--- src/common/keying_pkg.sv ---
package keying_pkg;
	// ----------------------------------------------------------------
	// Timing base
	// ----------------------------------------------------------------
	localparam int CLK_HZ      = 10_000_000;
	localparam int TICK_MS     = 1;                        // Tick period in ms
	localparam int TICK_CYCLES = CLK_HZ / 1000 * TICK_MS;  // Clock cycles per tick

	// ----------------------------------------------------------------
	// Marker keying patterns, in ms
	// ----------------------------------------------------------------
	localparam logic [15:0] MK_LONG_ON_MS  = 16'd375;
	localparam logic [15:0] MK_LONG_OFF_MS = 16'd125;
	localparam logic [15:0] MK_SHORT_MS    = 16'd83;
	localparam logic [1:0]  MK_PHASES_TWO  = 2'd1;         // Last phase index, two phases
	localparam logic [1:0]  MK_PHASES_FOUR = 2'd3;         // Last phase index, four phases

	// ----------------------------------------------------------------
	// Morse timing and code layout
	// ----------------------------------------------------------------
	localparam logic [1:0] STD_RATIO   = 2'd3;             // Dash and letter gap in dots
	localparam int         CODE_ELEMS  = 16;
	localparam int         ELEM_DASH   = 0;                // Element bit: dash, else dot
	localparam int         ELEM_LETEND = 1;                // Element bit: last of a letter

	// ----------------------------------------------------------------
	// Carrier and tone defaults and limits
	// ----------------------------------------------------------------
	localparam logic [11:0] DF_MIN_KHZ       = 12'd190;
	localparam logic [11:0] DF_MAX_KHZ       = 12'd1750;
	localparam logic [11:0] DF_DEFAULT_KHZ   = 12'd190;
	localparam logic [15:0] IDENT_DEFAULT_HZ = 16'd1020;

	typedef enum logic [1:0] {MK_OUTER, MK_MIDDLE, MK_INNER, MK_SPARE} marker_type_e;
	typedef enum logic [2:0] {ID_IDLE, ID_MARK, ID_GAP, ID_LGAP, ID_WAIT} ident_state_e;
endpackage : keying_pkg

--- src/rtl/avionic_morse_keying_timer.sv ---
`timescale 1ns/1ps
`default_nettype none
module avionic_morse_keying_timer #(
	parameter int TICK_CYCLES = keying_pkg::TICK_CYCLES
) (
	// Clock and reset
	input  wire logic        clk,
	input  wire logic        rst_b,
	// Standard activation requests, one-cycle pulses
	input  wire logic        activate_vor,
	input  wire logic        activate_landing,
	input  wire logic        activate_df,
	input  wire logic        deactivate_all,
	input  wire logic        set_defaults,
	// Carrier and ident tone settings
	input  wire logic        carrier_wr,
	input  wire logic [11:0] carrier_khz_in,
	input  wire logic        ident_freq_wr,
	input  wire logic [15:0] ident_freq_in,
	// Marker settings
	input  wire logic        pulsed_marker,
	input  wire logic [1:0]  marker_type,
	// Ident settings
	input  wire logic        ident_enable,
	input  wire logic [31:0] code_elems,
	input  wire logic [4:0]  code_count,
	input  wire logic        user_scheme,
	input  wire logic [15:0] dot_ms,
	input  wire logic [15:0] dash_ms,
	input  wire logic [15:0] sym_ms,
	input  wire logic [15:0] letter_ms,
	input  wire logic [15:0] period_ms,
	// Status and keying
	output logic             vor_mode,
	output logic             landing_system_mode,
	output logic             direction_finder_mode,
	output logic             conflict,
	output logic [11:0]      carrier_khz,
	output logic [15:0]      ident_freq_hz,
	output logic             marker_key,
	output logic             ident_tone
);
	logic                     tick;
	logic                     in_range;
	logic [1:0]               mk_phase;
	logic [15:0]              mk_ms;
	logic [1:0]               mk_type_q;
	logic [15:0]              mk_len;
	logic [1:0]               mk_last;
	logic [17:0]              eff_dot, eff_dash, eff_sym, eff_letter;
	keying_pkg::ident_state_e id_state;
	logic [3:0]               idx;
	logic [17:0]              id_ms;
	logic [15:0]              per_ms;
	logic [17:0]              id_len;
	logic [1:0]               elem;
	logic                     restart;
	logic                     last_elem;

	// ----------------------------------------------------------------
	// Millisecond tick
	// ----------------------------------------------------------------
	ms_tick_gen #(.TICK_CYCLES(TICK_CYCLES)) u_tick (
		.clk  (clk),
		.rst_b(rst_b),
		.tick (tick)
	);

	// ----------------------------------------------------------------
	// Carrier, tone frequency and standard selection
	// ----------------------------------------------------------------
	assign in_range = (carrier_khz >= keying_pkg::DF_MIN_KHZ) &&
		(carrier_khz <= keying_pkg::DF_MAX_KHZ);

	// Defaults beat a write in the same cycle
	always_ff @(posedge clk or negedge rst_b) begin
		if (!rst_b) begin
			carrier_khz   <= keying_pkg::DF_DEFAULT_KHZ;
			ident_freq_hz <= keying_pkg::IDENT_DEFAULT_HZ;
		end else if (set_defaults) begin
			carrier_khz   <= keying_pkg::DF_DEFAULT_KHZ;
			ident_freq_hz <= keying_pkg::IDENT_DEFAULT_HZ;
		end else begin
			if (carrier_wr)
				carrier_khz <= carrier_khz_in;
			if (ident_freq_wr)
				ident_freq_hz <= ident_freq_in;
		end
	end

	// Activation state ignores set_defaults; a vor or landing request is taken
	// even out of range, a df request only when the carrier is in range
	always_ff @(posedge clk or negedge rst_b) begin
		if (!rst_b) begin
			vor_mode              <= 1'b0;
			landing_system_mode   <= 1'b0;
			direction_finder_mode <= 1'b0;
			conflict              <= 1'b0;
		end else begin
			conflict <= !in_range;
			if (activate_df && in_range) begin
				vor_mode              <= 1'b0;
				landing_system_mode   <= 1'b0;
				direction_finder_mode <= 1'b1;
			end else if (activate_landing) begin
				vor_mode              <= 1'b0;
				landing_system_mode   <= 1'b1;
				direction_finder_mode <= 1'b0;
			end else if (activate_vor) begin
				vor_mode              <= 1'b1;
				landing_system_mode   <= 1'b0;
				direction_finder_mode <= 1'b0;
			end else if (deactivate_all) begin
				vor_mode              <= 1'b0;
				landing_system_mode   <= 1'b0;
				direction_finder_mode <= 1'b0;
			end else if (!in_range) begin
				direction_finder_mode <= 1'b0;
			end
		end
	end

	// ----------------------------------------------------------------
	// Marker keying
	// ----------------------------------------------------------------
	// Phase length and last phase by marker tone
	always_comb begin
		mk_last = keying_pkg::MK_PHASES_TWO;
		mk_len  = mk_phase[0] ? keying_pkg::MK_LONG_OFF_MS : keying_pkg::MK_LONG_ON_MS;
		case (marker_type)
			keying_pkg::MK_MIDDLE: begin
				mk_last = keying_pkg::MK_PHASES_FOUR;
				if (mk_phase[1])
					mk_len = keying_pkg::MK_SHORT_MS;
			end
			keying_pkg::MK_INNER: mk_len = keying_pkg::MK_SHORT_MS;
			default: ;
		endcase
	end

	// A change of marker tone restarts its pattern from the first on phase
	always_ff @(posedge clk or negedge rst_b) begin
		if (!rst_b) begin
			mk_phase  <= 2'h0;
			mk_ms     <= 16'h0000;
			mk_type_q <= 2'h0;
		end else begin
			mk_type_q <= marker_type;
			if (!pulsed_marker || marker_type != mk_type_q) begin
				mk_phase <= 2'h0;
				mk_ms    <= 16'h0000;
			end else if (tick) begin
				if (mk_ms + 16'h0001 >= mk_len) begin
					mk_ms    <= 16'h0000;
					mk_phase <= (mk_phase >= mk_last) ? 2'h0 : mk_phase + 2'h1;
				end else begin
					mk_ms <= mk_ms + 16'h0001;
				end
			end
		end
	end

	// Even phases are on
	always_ff @(posedge clk or negedge rst_b) begin
		if (!rst_b)
			marker_key <= 1'b1;
		else
			marker_key <= !pulsed_marker || !mk_phase[0];
	end

	// ----------------------------------------------------------------
	// Ident Morse timing
	// ----------------------------------------------------------------
	// Registered to keep the multiply off the counter compare path
	always_ff @(posedge clk or negedge rst_b) begin
		if (!rst_b) begin
			eff_dot    <= 18'h00000;
			eff_dash   <= 18'h00000;
			eff_sym    <= 18'h00000;
			eff_letter <= 18'h00000;
		end else begin
			eff_dot <= {2'h0, dot_ms};
			if (user_scheme) begin
				eff_dash   <= {2'h0, dash_ms};
				eff_sym    <= {2'h0, sym_ms};
				eff_letter <= {2'h0, letter_ms};
			end else begin
				eff_dash   <= 18'({2'h0, dot_ms} * keying_pkg::STD_RATIO);
				eff_sym    <= {2'h0, dot_ms};
				eff_letter <= 18'({2'h0, dot_ms} * keying_pkg::STD_RATIO);
			end
		end
	end

	assign elem      = code_elems[{idx, 1'b0} +: 2];
	assign last_elem = {1'b0, idx} == 5'(code_count - 5'h01);
	assign restart   = tick && (per_ms + 16'h0001 >= period_ms);

	// Current element or gap length; zero lengths act as 1 ms
	always_comb begin
		case (id_state)
			keying_pkg::ID_MARK: id_len = elem[keying_pkg::ELEM_DASH] ? eff_dash : eff_dot;
			keying_pkg::ID_GAP:  id_len = eff_sym;
			keying_pkg::ID_LGAP: id_len = eff_letter;
			default:             id_len = eff_dot;
		endcase
	end

	// Sequencer; a period shorter than the code cuts the code short
	always_ff @(posedge clk or negedge rst_b) begin
		if (!rst_b) begin
			id_state <= keying_pkg::ID_IDLE;
			idx      <= 4'h0;
			id_ms    <= 18'h00000;
			per_ms   <= 16'h0000;
		end else if (!ident_enable || code_count == 5'h00) begin
			id_state <= keying_pkg::ID_IDLE;
			idx      <= 4'h0;
			id_ms    <= 18'h00000;
			per_ms   <= 16'h0000;
		end else if (id_state == keying_pkg::ID_IDLE || restart) begin
			id_state <= keying_pkg::ID_MARK;
			idx      <= 4'h0;
			id_ms    <= 18'h00000;
			per_ms   <= 16'h0000;
		end else if (tick) begin
			per_ms <= per_ms + 16'h0001;
			if (id_ms + 18'h00001 >= id_len) begin
				id_ms <= 18'h00000;
				case (id_state)
					keying_pkg::ID_MARK: begin
						if (last_elem)
							id_state <= keying_pkg::ID_WAIT;
						else if (elem[keying_pkg::ELEM_LETEND])
							id_state <= keying_pkg::ID_LGAP;
						else
							id_state <= keying_pkg::ID_GAP;
					end
					keying_pkg::ID_GAP, keying_pkg::ID_LGAP: begin
						idx      <= idx + 4'h1;
						id_state <= keying_pkg::ID_MARK;
					end
					default: id_state <= id_state;
				endcase
			end else begin
				id_ms <= id_ms + 18'h00001;
			end
		end
	end

	// Key output: down with no code, Morse otherwise, silent when disabled
	always_ff @(posedge clk or negedge rst_b) begin
		if (!rst_b)
			ident_tone <= 1'b0;
		else
			ident_tone <= ident_enable &&
				(code_count == 5'h00 || id_state == keying_pkg::ID_MARK);
	end

	// ----------------------------------------------------------------
	// Assertions
	// ----------------------------------------------------------------
	AST_ONE_STANDARD: assert property (@(posedge clk) disable iff (!rst_b)
		$onehot0({vor_mode, landing_system_mode, direction_finder_mode}))
		else $error("more than one avionic standard active");
	AST_DF_REFUSED: assert property (@(posedge clk) disable iff (!rst_b)
		!in_range |=> !direction_finder_mode && conflict)
		else $error("direction finder active with carrier out of range");
	AST_DEFAULT_VALUES: assert property (@(posedge clk) disable iff (!rst_b)
		set_defaults |=> carrier_khz == 12'd190 && ident_freq_hz == 16'd1020)
		else $error("defaults not restored");
	AST_DEFAULT_KEEPS_STATE: assert property (@(posedge clk) disable iff (!rst_b)
		set_defaults && !activate_vor && !activate_landing && !activate_df &&
		!deactivate_all && in_range |=> $stable(landing_system_mode) && $stable(vor_mode) &&
		$stable(direction_finder_mode))
		else $error("defaults changed activation state");
	AST_MARKER_CONT: assert property (@(posedge clk) disable iff (!rst_b)
		!pulsed_marker |=> marker_key)
		else $error("unpulsed marker not keyed on");
	AST_MARKER_BOUND: assert property (@(posedge clk) disable iff (!rst_b)
		pulsed_marker && $stable(marker_type) && marker_type != keying_pkg::MK_MIDDLE
		|-> mk_ms < 16'd375 && mk_phase <= 2'd1)
		else $error("outer or inner marker phase overran");
	AST_MIDDLE_SHORT: assert property (@(posedge clk) disable iff (!rst_b)
		pulsed_marker && $stable(marker_type) && marker_type == keying_pkg::MK_MIDDLE &&
		mk_phase[1] |-> mk_ms < 16'd83)
		else $error("middle marker short element overran");
	AST_INNER_SHORT: assert property (@(posedge clk) disable iff (!rst_b)
		pulsed_marker && $stable(marker_type) && marker_type == keying_pkg::MK_INNER
		|-> mk_ms < 16'd83)
		else $error("inner marker element overran");
	AST_IDENT_OFF: assert property (@(posedge clk) disable iff (!rst_b)
		!ident_enable |=> !ident_tone)
		else $error("ident keyed while disabled");
	AST_KEY_DOWN: assert property (@(posedge clk) disable iff (!rst_b)
		ident_enable && code_count == 5'h00 |=> ident_tone)
		else $error("empty code not key down");
	AST_STD_DASH: assert property (@(posedge clk) disable iff (!rst_b)
		!user_scheme |=> eff_dash == 18'({2'h0, $past(dot_ms)} * 2'd3)
		&& eff_sym == {2'h0, $past(dot_ms)})
		else $error("standard scheme lengths wrong");
	AST_USER_DASH: assert property (@(posedge clk) disable iff (!rst_b)
		user_scheme |=> eff_dash == {2'h0, $past(dash_ms)} && eff_letter == {2'h0, $past(letter_ms)})
		else $error("user dash length not taken");
	AST_IDENT_RESTART: assert property (@(posedge clk) disable iff (!rst_b)
		ident_enable && code_count != 5'h00 && id_state != keying_pkg::ID_IDLE && restart
		|=> id_state == keying_pkg::ID_MARK && idx == 4'h0 && per_ms == 16'h0000)
		else $error("ident did not restart at period end");

	COV_MIDDLE_SHORT: cover property (@(posedge clk) disable iff (!rst_b)
		pulsed_marker && marker_type == keying_pkg::MK_MIDDLE && mk_phase == 2'd3);
	COV_IDENT_LGAP: cover property (@(posedge clk) disable iff (!rst_b)
		id_state == keying_pkg::ID_LGAP);
	COV_DF_ACTIVE: cover property (@(posedge clk) disable iff (!rst_b)
		direction_finder_mode);
	COV_IDENT_WAIT: cover property (@(posedge clk) disable iff (!rst_b)
		id_state == keying_pkg::ID_WAIT && restart);
endmodule : avionic_morse_keying_timer
`default_nettype wire

--- src/rtl/ms_tick_gen.sv ---
`timescale 1ns/1ps
`default_nettype none
module ms_tick_gen #(
	parameter int TICK_CYCLES = keying_pkg::TICK_CYCLES
) (
	// Clock and reset
	input  wire logic clk,
	input  wire logic rst_b,
	// Tick out
	output logic      tick
);
	logic [15:0] cnt;

	// Free divider; the tick is a one-cycle enable, never a clock
	always_ff @(posedge clk or negedge rst_b) begin
		if (!rst_b) begin
			cnt  <= 16'h0000;
			tick <= 1'b0;
		end else if (cnt == 16'(TICK_CYCLES - 1)) begin
			cnt  <= 16'h0000;
			tick <= 1'b1;
		end else begin
			cnt  <= cnt + 16'h0001;
			tick <= 1'b0;
		end
	end

	AST_TICK_PULSE: assert property (@(posedge clk) disable iff (!rst_b)
		tick |=> !tick) else $error("tick lasted more than one cycle");
endmodule : ms_tick_gen
`default_nettype wire

--- config.mk ---
export PLATFORM = sky130hd
export DESIGN_NAME = avionic_morse_keying_timer
export DESIGN_NICKNAME = d
export VERILOG_FILES = /design/src/common/keying_pkg.sv /design/src/rtl/avionic_morse_keying_timer.sv /design/src/rtl/ms_tick_gen.sv
export SDC_FILE = /design/constraint.sdc
export NUM_CORES = 1
export LEC_CHECK = 0
export BUFFER_PORTS_ARGS = -buffer_cell sky130_fd_sc_hd__buf_2
export CAP_MARGIN = 0
export CORE_ASPECT_RATIO = 0.7
export CORE_UTILIZATION = 45
export CTS_CLUSTER_SIZE = 12
export DETAILED_ROUTE_END_ITERATION = 8
export MAX_ROUTING_LAYER = met4
export PLACE_DENSITY = 0.75
export SYNTH_ARGS = -nofsm -noshare
export SYNTH_HDL_FRONTEND = slang
export SYNTH_HIERARCHICAL = 1
export SYNTH_SLANG_ARGS = --single-unit
--- constraint.sdc ---
create_clock -name clk -period 6.3 [get_ports clk]
set_input_delay 0 -clock clk [delete_from_list [all_inputs] [get_ports clk]]
set_output_delay 0 -clock clk [all_outputs]
set_load 0.05 [all_outputs]
# Word-level counts from Yosys, hierarchy flattened
# Cells that the tools add are included.
[totals]
reg_bits = 182
latchBits = 0
mem_bits_rw = 0
mem_bits_ro = 0
input_bits = 159
out_inout_bits = 34
n_memories = 0
[classes]
add_sub_neg = 7
mul = 1
div_mod_pow = 0
magnitude_cmp = 6
n_eq_ne = 9
shift = 1
mux = 53
bitwise = 0
n_reduce_logical = 28
[op_table]
columns = ["operator", "n"]
rows = [
  ["16-bit two-way mux", 10],
  ["18-bit two-way mux", 7],
  ["18-bit case mux with 3 select lines", 1],
  ["16-bit by 1-bit adder with 16-bit output (second input constant)", 3],
  ["16-bit greater-or-equal comparator", 2],
  ["32-bit by 6-bit variable part select with 2-bit output", 1],
  ["12-bit two-way mux", 2],
  ["4-bit two-way mux", 5],
  ["18-bit by 1-bit adder with 18-bit output (second input constant)", 1],
  ["18-bit greater-or-equal comparator", 1],
  ["16-bit by 2-bit multiplier with 18-bit output (second input constant)", 1],
  ["9-bit two-way mux", 2],
  ["9-bit case mux with 2 select lines", 1],
  ["16-bit by 14-bit == test with 1-bit output (second input constant)", 1],
  ["3-bit two-way mux", 5],
  ["1-bit two-way mux", 14],
  ["12-bit by 8-bit greater-or-equal comparator with 1-bit output (second input constant)", 1],
  ["12-bit by 11-bit <= comparator with 1-bit output (second input constant)", 1],
  ["2-bit two-way mux", 5],
  ["3-bit nonzero test", 3],
  ["2-bit nonzero test", 4],
  ["4-bit nonzero test", 2],
  ["3-bit by 2-bit == test with 1-bit output (second input constant)", 2],
  ["3-bit case mux with 2 select lines", 1],
  ["other kinds (18)", 29],
]

# Longest topological paths before layout
# Gate-level depths: netlist of the first run.
[depth]
ltp_word = 8
mapped_depth = 17
mapped_depth_nobuf = 14

# Modules after synthesis
# The synthesis of the first run kept the hierarchy.
[modules_own_cells]
columns = ["module", "n_inst", "cells_per_inst", "area_per_inst_um2", "seq_area_each_um2"]
rows = [
  ["avionic_morse_keying_timer", 1, 982, 9796.9, 4047.6],
  ["ms_tick_gen", 1, 74, 822.0, 425.4],
]

# Worst setup path before layout of the first run
# No wires, ideal clock.
[synth_path]
path_type = "reg-to-reg"
start = "register idx[0]"
end = "register id_ms[6]"
setup_time_ns = 0.082
arrival_time_ns = 4.035
t_required_ns = 6.218
path_slack_ns = 2.183
stages_incl_launch_ff = 16
n_path_buf = 3
path_cell_list = "dfrtp_1 > buf_6 > mux4_1 > mux4_2 > and2_4 > buf_6 > a221o_2 > ha_1 > nand2b_1 > a211oi_1 > nor3_1 > o31a_1 > nor3_1 > clkbuf_1 > nand3_1 > a31oi_1"
[synth_between]
elab_chain_cells = 8
[synth_lines]
columns = ["item", "line", "text"]
rows = [
  ["start, declared", "avionic_morse_keying_timer.sv:52", "logic [3:0] idx;"],
  ["start signal, assigned", "avionic_morse_keying_timer.sv:240", "idx <= idx + 4'h1;"],
  ["32-bit by 6-bit variable part select with 2-bit output", "avionic_morse_keying_timer.sv:195", "assign elem = code_elems[{idx, 1'b0} +: 2];"],
  ["18-bit two-way mux", "avionic_morse_keying_timer.sv:202", "keying_pkg::ID_MARK: id_len = elem[keying_pkg::ELEM_DASH] ? eff_dash : eff_dot;"],
  ["18-bit case mux with 3 select lines", "avionic_morse_keying_timer.sv:201", "case (id_state)"],
  ["18-bit greater-or-equal comparator", "avionic_morse_keying_timer.sv:228", "if (id_ms + 18'h00001 >= id_len) begin"],
  ["18-bit two-way mux", "avionic_morse_keying_timer.sv:228", ""],
  ["18-bit two-way mux", "avionic_morse_keying_timer.sv:226", "end else if (tick) begin"],
  ["18-bit two-way mux", "avionic_morse_keying_timer.sv:221", "end else if (id_state == keying_pkg::ID_IDLE || restart) begin"],
  ["18-bit two-way mux", "avionic_morse_keying_timer.sv:216", "end else if (!ident_enable || code_count == 5'h00) begin"],
  ["end signal, assigned", "avionic_morse_keying_timer.sv:246", "id_ms <= id_ms + 18'h00001;"],
  ["end, declared", "avionic_morse_keying_timer.sv:53", "logic [17:0] id_ms;"],
]
# No other way between the ends. The select of a mux whose other input is x is not followed.
# A chain may end at the register's enable or synchronous reset.

# Final worst setup path of the first run
[layout_path]
start = "register idx[0]"
end = "register id_ms[10]"
# Same word-level chain as after synthesis.

==> metrics, run 1 <==
Post-Synthesis Cells roughly 1,100; cells on worst reg2reg path 14; R2R Setup Slk roughly 1.8 ns; setup TNS 0 ns; Final Wtd Congestion slightly below 0.9; post-CTS setup buffers 0; CTS HTree Levels 4; PwrDens 232 nW/µm²; worst-margin pin slew 1.13 ns; Top reg by flops id_ms; max FFs per register 18; slowest CP cell dfrtp_1; CP peak stage delay just over 0.7 ns; number of distinct library cells after synthesis 77; DP HPWL between 15 and 20 mm; Commonest cells post-synth dfrtp_1, nor2_1, nand2_1, ha_1, inv_1; Final nets approximately 1,600; DRC 0; FMAX between 200 and 250 MHz; crit-path leading delay family simple AND/OR/NAND/NOR gates; CTS tree done; crit path kind register to register; CP Launch Type register; worst skew pair latency ~0.44 ns; Max clock buf depth 2; critical hold path startpoint set_defaults; Via density approximately 5.5; Max-Cap Viols 0; fin crit share about 72%; PostCTS Resize Cnt 0; Post-synth EDFFs 0; vias in the first global route about 8,500; Largest regs id_ms (18), eff_dash (17), eff_letter (17); site row count 46; Pre-antenna DRT Iters 5; GR Overflow Total 0; I/O Buffers about 190; Mapped Avg Cell Area roughly 10 µm²; run status completed; detailed-route via count 9,084; Seq. cell area between 4000 and 5000 µm²; Slew Limit Fails 0; Num CTS Buffers 17; leading area contributor after synthesis dfrtp_1; post-place setup slack approximately 1.7 ns; final worst path period need 4.55 ns; share of the synthesized area in the top cell type approximately 38%; CTS Root Cell clkbuf_16; hold depth 2; Crit path required time 6.65 ns; fillers about 1,900; IO Count 193; core area ~23,000 µm²; share of layout cells above drive strength 1 around 22%; Setup Skew 0.0108 ns; clock sinks around 180; Die H roughly 130 µm; Leak Pwr 6.38 nW; largest net degree at the start of global routing 108; Worst Path Arrival ~4.9 ns; final setup violation count 0; Routed Antenna Nets 0; die area between 20,000 and 25,000 µm²; Setup WS post-layout 1.75 ns; slew margin rel. about a quarter; initial antenna violation count 2; synth top area cells dfrtp_1, ha_1, xor2_1; Worst Hold End ident_freq_hz[14]; Mapped Nets 1,283; DR WL/cell 16.0 µm; WP buf/inv 1; final hold viol count 0; CP max FO 22; hold crit path type primary input to register; Non-Filler Instances 1,658; post-synthesis register bit count 178; RR Endpoint id_ms[10]; Worst IR Drop VDD 0.000192 V; first-pass GRT wire length around 42 mm; RSZ-0062 raised after global routing no; Top FF cell, synth dfrtp_1; Reg-to-Reg Start idx[0]; crit-path cells mux4_1 -> mux4_2 -> and2_4 -> nor2_8 -> a221oi_1 -> ha_1 -> a21o_1 -> a211oi_1 -> a21oi_1 -> or3_1 -> nor3_2 -> buf_4 -> nand3b_1 -> a31oi_1; Mapped Area 10,600 µm²; most common cell in the netlist dfrtp_1; Synth-to-Final Area Change 26.5%; placed cell count 1,520; Multi-input gate area around 5700 µm²; All-Layer GR Usage a little under a quarter; Initial Utilization between 40% and 50%; Clock Pin Slew Worst Setup and Hold Paths 0.07 ns; Die Wd roughly 190 µm; Synth Warn # 6; crit end category register; Post-synth ARST share 100%; sequential area share after synthesis between 40% and 50%; Post-Route WL 26.5 mm; Initial DRC Count 589
## through the flow
stage	hold WS (ns)	total power, mW	area (µm²)	util, %
global route	0.0362	3.26	13400	58.6
floorplan	-0.296	1.80	10600	-
global placement	0.146	1.98	11800	51.4
detailed placement	0.146	1.99	11800	51.4
CTS	0.00268	3.13	13400	58.6
finish	0.0234	3.11	13400	58.6
## cells by family (layout without fill, tap and decap cells)
logic type,Yosys count,after routing,share of synthesized area (%)
fa+ha+maj,68,68,8.08
xor+xnor,77,77,6.35
buf+inv,97,385,4.07
simple gates,381,381,18.4
flops,178,178,42.1
mux,65,65,7.81
compound gates,190,190,13.2
other cells,0,2,0
## placed cells by master, fill, tap and decap left out, types with 6 or more instances in the layout
| master | count |
|---|---|
| a211o_1 | 14 |
| a211oi_1 | 8 |
| a21o_1 | 16 |
| a21oi_1 | 35 |
| a221oi_2 | 10 |
| a31oi_1 | 16 |
| a32o_1 | 13 |
| and2_1 | 8 |
| and3_1 | 13 |
| buf_2 | 191 |
| clkbuf_16 | 17 |
| dfrtp_1 | 163 |
| dfstp_2 | 15 |
| dlygate4sd3_1 | 104 |
| ha_1 | 67 |
| inv_1 | 51 |
| mux2_2 | 19 |
| mux2i_1 | 36 |
| mux4_1 | 8 |
| nand2_1 | 90 |
| nand2b_1 | 10 |
| nand3_1 | 41 |
| nand4_1 | 19 |
| nor2_1 | 92 |
| nor2b_1 | 21 |
| nor3_1 | 29 |
| nor3b_1 | 9 |
| nor4_1 | 10 |
| o21a_1 | 6 |
| o21ai_0 | 29 |
| o22ai_1 | 6 |
| or3_1 | 9 |
| or4_1 | 6 |
| xnor2_1 | 27 |
| xor2_1 | 50 |
## cell type report
class                           instances  share of cell area (%)
Multi-Input combinational cell        781                    42.6
Sequential cell                       178                    33.3
Timing Repair Buffer                  301                    15.2
Clock buffer                           19                    3.37
Tap cell                              312                    2.91
Inverter                               52                    1.45
Clock inverter                         13                    1.12
Antenna cell                            2                  0.0373
## repair_timing
action / 4_1_cts / 5_1_grt
endpoints found under the setup margin: 0 / 0
hold buffers: 104 / 0
hold endpoints to repair: 208 / 0
## report_power, final
| group | total (mW) | internal (mW) | switching, mW |
|---|---|---|---|
| combinational | 0.784 | 0.324 | 0.460 |
| sequential | 1.25 | 1.21 | 0.0340 |
| clock | 1.08 | 0.612 | 0.469 |
| total | 3.11 | 2.15 | 0.963 |
## worst max-delay path by stage
stage | cells past startpoint | slack (ns) | to | from
after floorplan | 15 | 2.18 | id_ms[6] | idx[0]
after global placement | 13 | 1.88 | idx[1] | idx[0]
after detailed placement | 13 | 1.72 | idx[1] | idx[0]
after CTS | 13 | 1.71 | idx[1] | idx[0]
after global routing | 14 | 1.48 | id_ms[2] | idx[0]
final | 14 | 1.75 | id_ms[10] | idx[0]
## per-layer routing
layer | global-route usage [%] | wire length (µm)
met5 | - | 0
met4 | 5.59 | 266
met3 | 4.16 | 1870
met2 | 35.6 | 12000
met1 | 30.6 | 12300
Note: power is estimated with default switching activity, not from simulation.
==> run 2: changes to the inputs <==
- ABC_AREA: unset -> 1
- clock period: 6.3 -> 4.29 ns (I/O delays scaled with it)
==> run 2 against run 1 <==
Against the previous run:
- power grew 64%
- critical path depth grew 5
- register-to-register slack lost 1.4 ns
- design area grew 2.0%
- clock power grew 63%
- worst setup slack lost 1.4 ns
- worst hold slack gained 0.0066 ns
- die area grew 0.73%
- synthesized cell count grew 30%
- sequential power grew 50%
- non-clock buffer count grew 6
- sequential share of layout area shrank 0.63 points
- critical endpoint is now idx[2]
- highest routed layer unchanged
==> metrics, run 2 <==
core area 23,000 µm² (was 22,900 µm²); Post-Synth XOR/XNOR Area 3.85% (was 6.35%); I/O Buffers 192 (unchanged); CTS Root Cell clkbuf_16 (unchanged); sequential area share after synthesis 41.8% (was 42.1%); Post-Synthesis Cells 1,373 (was 1,056); site row count 46 (unchanged); slew margin rel. 48.3% (was 24.7%); FMAX 256 MHz (was 220 MHz); placed inst area 11,900 µm² (was 11,800 µm²); fillers 1,952 (was 1,875); Die H 131 µm (about the same); All-Layer GR Usage 25.2% (was 22.7%); share of the synthesized area in the top cell type 38.1% (was 38.4%); RR Endpoint idx[2] (was id_ms[10]); most common cell after layout, fill and taps aside nand2_1 (was buf_2); Worst IR Drop VDD 0.000335 V (was 0.000192 V); Slew Limit Fails 0 (unchanged); Synth Area in Simple Gates 27.8% (was 18.4%); die area 24,400 µm² (was 24,200 µm²); Seq. cell area 4470 µm² (about the same); run status completed (unchanged); Num CTS Buffers 17 (unchanged); fin area 13,700 µm² (was 13,400 µm²); Compound-Gate Fraction of Synth Area 10.8% (was 13.2%); initial antenna violation count 2 (unchanged); Largest regs id_ms (18), eff_dash (17), eff_letter (17) (unchanged); leading area contributor after synthesis dfrtp_1 (unchanged); DRC 0 (unchanged); CTS HTree Levels 4 (unchanged); Non-Filler Instances 1,993 (was 1,658); detailed-route via count 10,200 (was 9,084); IO Count 193 (unchanged); Max clock buf depth 2 (unchanged); Synth-to-Final Area Change 28.0% (was 26.5%); Leak Pwr 7.22 nW (was 6.38 nW); Mapped Area 10,700 µm² (was 10,600 µm²); first-pass GRT wire length 46.9 mm (was 42.0 mm); Worst Path Arrival 4.28 ns (was 4.90 ns); number of distinct library cells after synthesis 51 (was 77); hold depth 3 (was 2); DP HPWL 19.8 mm (was 17.7 mm); Final nets 1,893 (was 1,558); Max-Cap Viols 0 (unchanged); critical hold path startpoint carrier_wr (was set_defaults); mux contribution to synthesized area 0.0936% (was 7.81%); setup TNS 0 ns (unchanged); final hold viol count 0 (unchanged); post-CTS setup buffers 0 (unchanged); Via density 5.10 (was 5.48); Final Wtd Congestion 0.915 (was 0.890); Worst Hold End carrier_khz[9] (was ident_freq_hz[14]); CP max FO 17 (was 22); final setup violation count 0 (unchanged); CP Launch Type register (unchanged); Adder-Cell Fraction of Synth Area 8.02% (was 8.08%); Post-Route WL 28.8 mm (was 26.5 mm); crit end category register (unchanged); clock sinks 178 (unchanged); Reg-to-Reg Start idx[0] (unchanged); Top FF cell, synth dfrtp_1 (unchanged); final worst path period need 3.91 ns (was 4.55 ns); Routed Antenna Nets 0 (unchanged); cells on worst reg2reg path 19 (was 14); hold crit path type primary input to register (unchanged); vias in the first global route 9,949 (was 8,478); crit path kind register to register (unchanged); Mapped Avg Cell Area 7.79 µm² (was 10.1 µm²); max FFs per register 18 (unchanged); most frequent cells in the layout nand2_1, buf_2, inv_1 (was buf_2, dfrtp_1, dlygate4sd3_1); R2R Setup Slk 0.38 ns (was 1.75 ns); synth top area cells dfrtp_1, nand2_1, ha_1 (was dfrtp_1, ha_1, xor2_1); most common cell in the netlist nand2_1 (was dfrtp_1); Mapped Nets 1,600 (was 1,283); Initial DRC Count 837 (was 589); post-synthesis register bit count 178 (unchanged); PwrDens 373 nW/µm² (was 232 nW/µm²); Top reg by flops id_ms (unchanged); Commonest cells post-synth nand2_1, inv_1, dfrtp_1, nor2_1, nand3_1 (was dfrtp_1, nor2_1, nand2_1, ha_1, inv_1); CTS tree done (unchanged); Post-synth EDFFs 0 (unchanged); Multi-input gate area 5400 µm² (was 5720 µm²); Pre-antenna DRT Iters 5 (unchanged); GR Overflow Total 0 (unchanged); Clock Pin Slew Worst Setup and Hold Paths 0.07 ns (about the same); main combinational cell family by area after synthesis simple AND/OR/NAND/NOR gates (unchanged); Post-synth ARST share 100% (unchanged); Crit path required time 4.67 ns (was 6.65 ns); Synth Warn # 6 (unchanged); Initial Utilization 46.6% (was 46.4%); placed cell count 1,851 (was 1,520); DR WL/cell 14.5 µm (was 16.0 µm); Tot Pwr 5.11 mW (was 3.11 mW); Setup Skew 0.0132 ns (was 0.0108 ns); worst skew pair latency 0.43 ns (was 0.44 ns); RSZ-0062 raised after global routing no (unchanged); worst-margin pin slew 0.775 ns (was 1.13 ns); Die Wd 186 µm (about the same); largest net degree at the start of global routing 109 (was 108); fin crit share 91.1% (was 72.2%); share of layout cells above drive strength 1 16.6% (was 21.7%)
==> run 2: cell type report <==
class | instances | area share, %
Inverter | 172 | 4.71
Clock buffer | 18 | 3.21
Antenna cell | 2 | 0.0365
Timing Repair Buffer | 307 | 15.4
Multi-Input combinational cell | 990 | 39.5
Tap cell | 312 | 2.85
Sequential cell | 178 | 32.7
Clock inverter | 14 | 1.64
==> run 2: cells by family after synthesis <==
| group | count (synthesis) |
|---|---|
| simple gates | 688 |
| buf+inv | 205 |
| compound gates | 186 |
| flops | 178 |
| fa+ha+maj | 68 |
| xor+xnor | 47 |
| mux | 1 |
==> run 2: per-layer routing <==
metal | GRT usage, % | share of wire [%] | vias to the layer above
li1 | - | - | 5065
met2 | 39.8 | 47 | 344
met5 | - | 0 | -
met1 | 33.1 | 46 | 4709
met4 | 7.62 | 1.8 | 0
met3 | 4.41 | 5.5 | 44
==> run 2: worst max path at each step <==
stage	start	cells after the start	end	slack, ns
after detailed placement	idx[0]	19	idx[2]	0.33
after global placement	idx[0]	19	idx[1]	0.55
after global routing	idx[0]	20	idx[2]	0.04
final	idx[0]	19	idx[2]	0.38
after floorplan	idx[0]	20	idx[3]	1.36
after CTS	idx[0]	19	idx[2]	0.30
==> run 2: through the flow <==
stage	hold WS [ns]	setup slack, ns	util [%]
final	0.0300	0.381	59.6
after global routing	0.0323	0.0397	59.6
after CTS	0.00455	0.296	59.6
after detailed placement	0.0605	0.327	52.0
after global placement	0.0607	0.545	52.0
after floorplan	-0.296	1.36	-
==> run 2: what timing repair did <==
item                                    4_1_cts  5_1_grt
endpoints found under the setup margin        0        8
hold buffers                                108        0
hold endpoints to repair                    170        0
resized for setup                             0        1
==> run 2: worst max-delay path, cell delays in order, from the launching register on <==
cell      delay [ns]
dfrtp_2         0.51
inv_1           0.29
nor2_1          0.08
o211ai_1        0.19
nand3_1         0.13
nand2_2         0.34
nand2_4         0.22
o21ai_0         0.17
nand2_1         0.09
ha_1            0.30
nand2_1         0.11
nor2_1          0.06
and2_1          0.17
nand3b_1        0.08
nand3_1         0.07
nor2_1          0.30
nand4_1         0.32
nand3_1         0.25
nand2_1         0.09
nand2_1         0.07
==> run 2: report_power, final <==
| part | total (mW) | switching (mW) | internal (mW) |
|---|---|---|---|
| clock | 1.76 | 0.699 | 1.06 |
| sequential | 1.88 | 0.0887 | 1.79 |
| combinational | 1.48 | 0.962 | 0.516 |
| total | 5.11 | 1.75 | 3.37 |
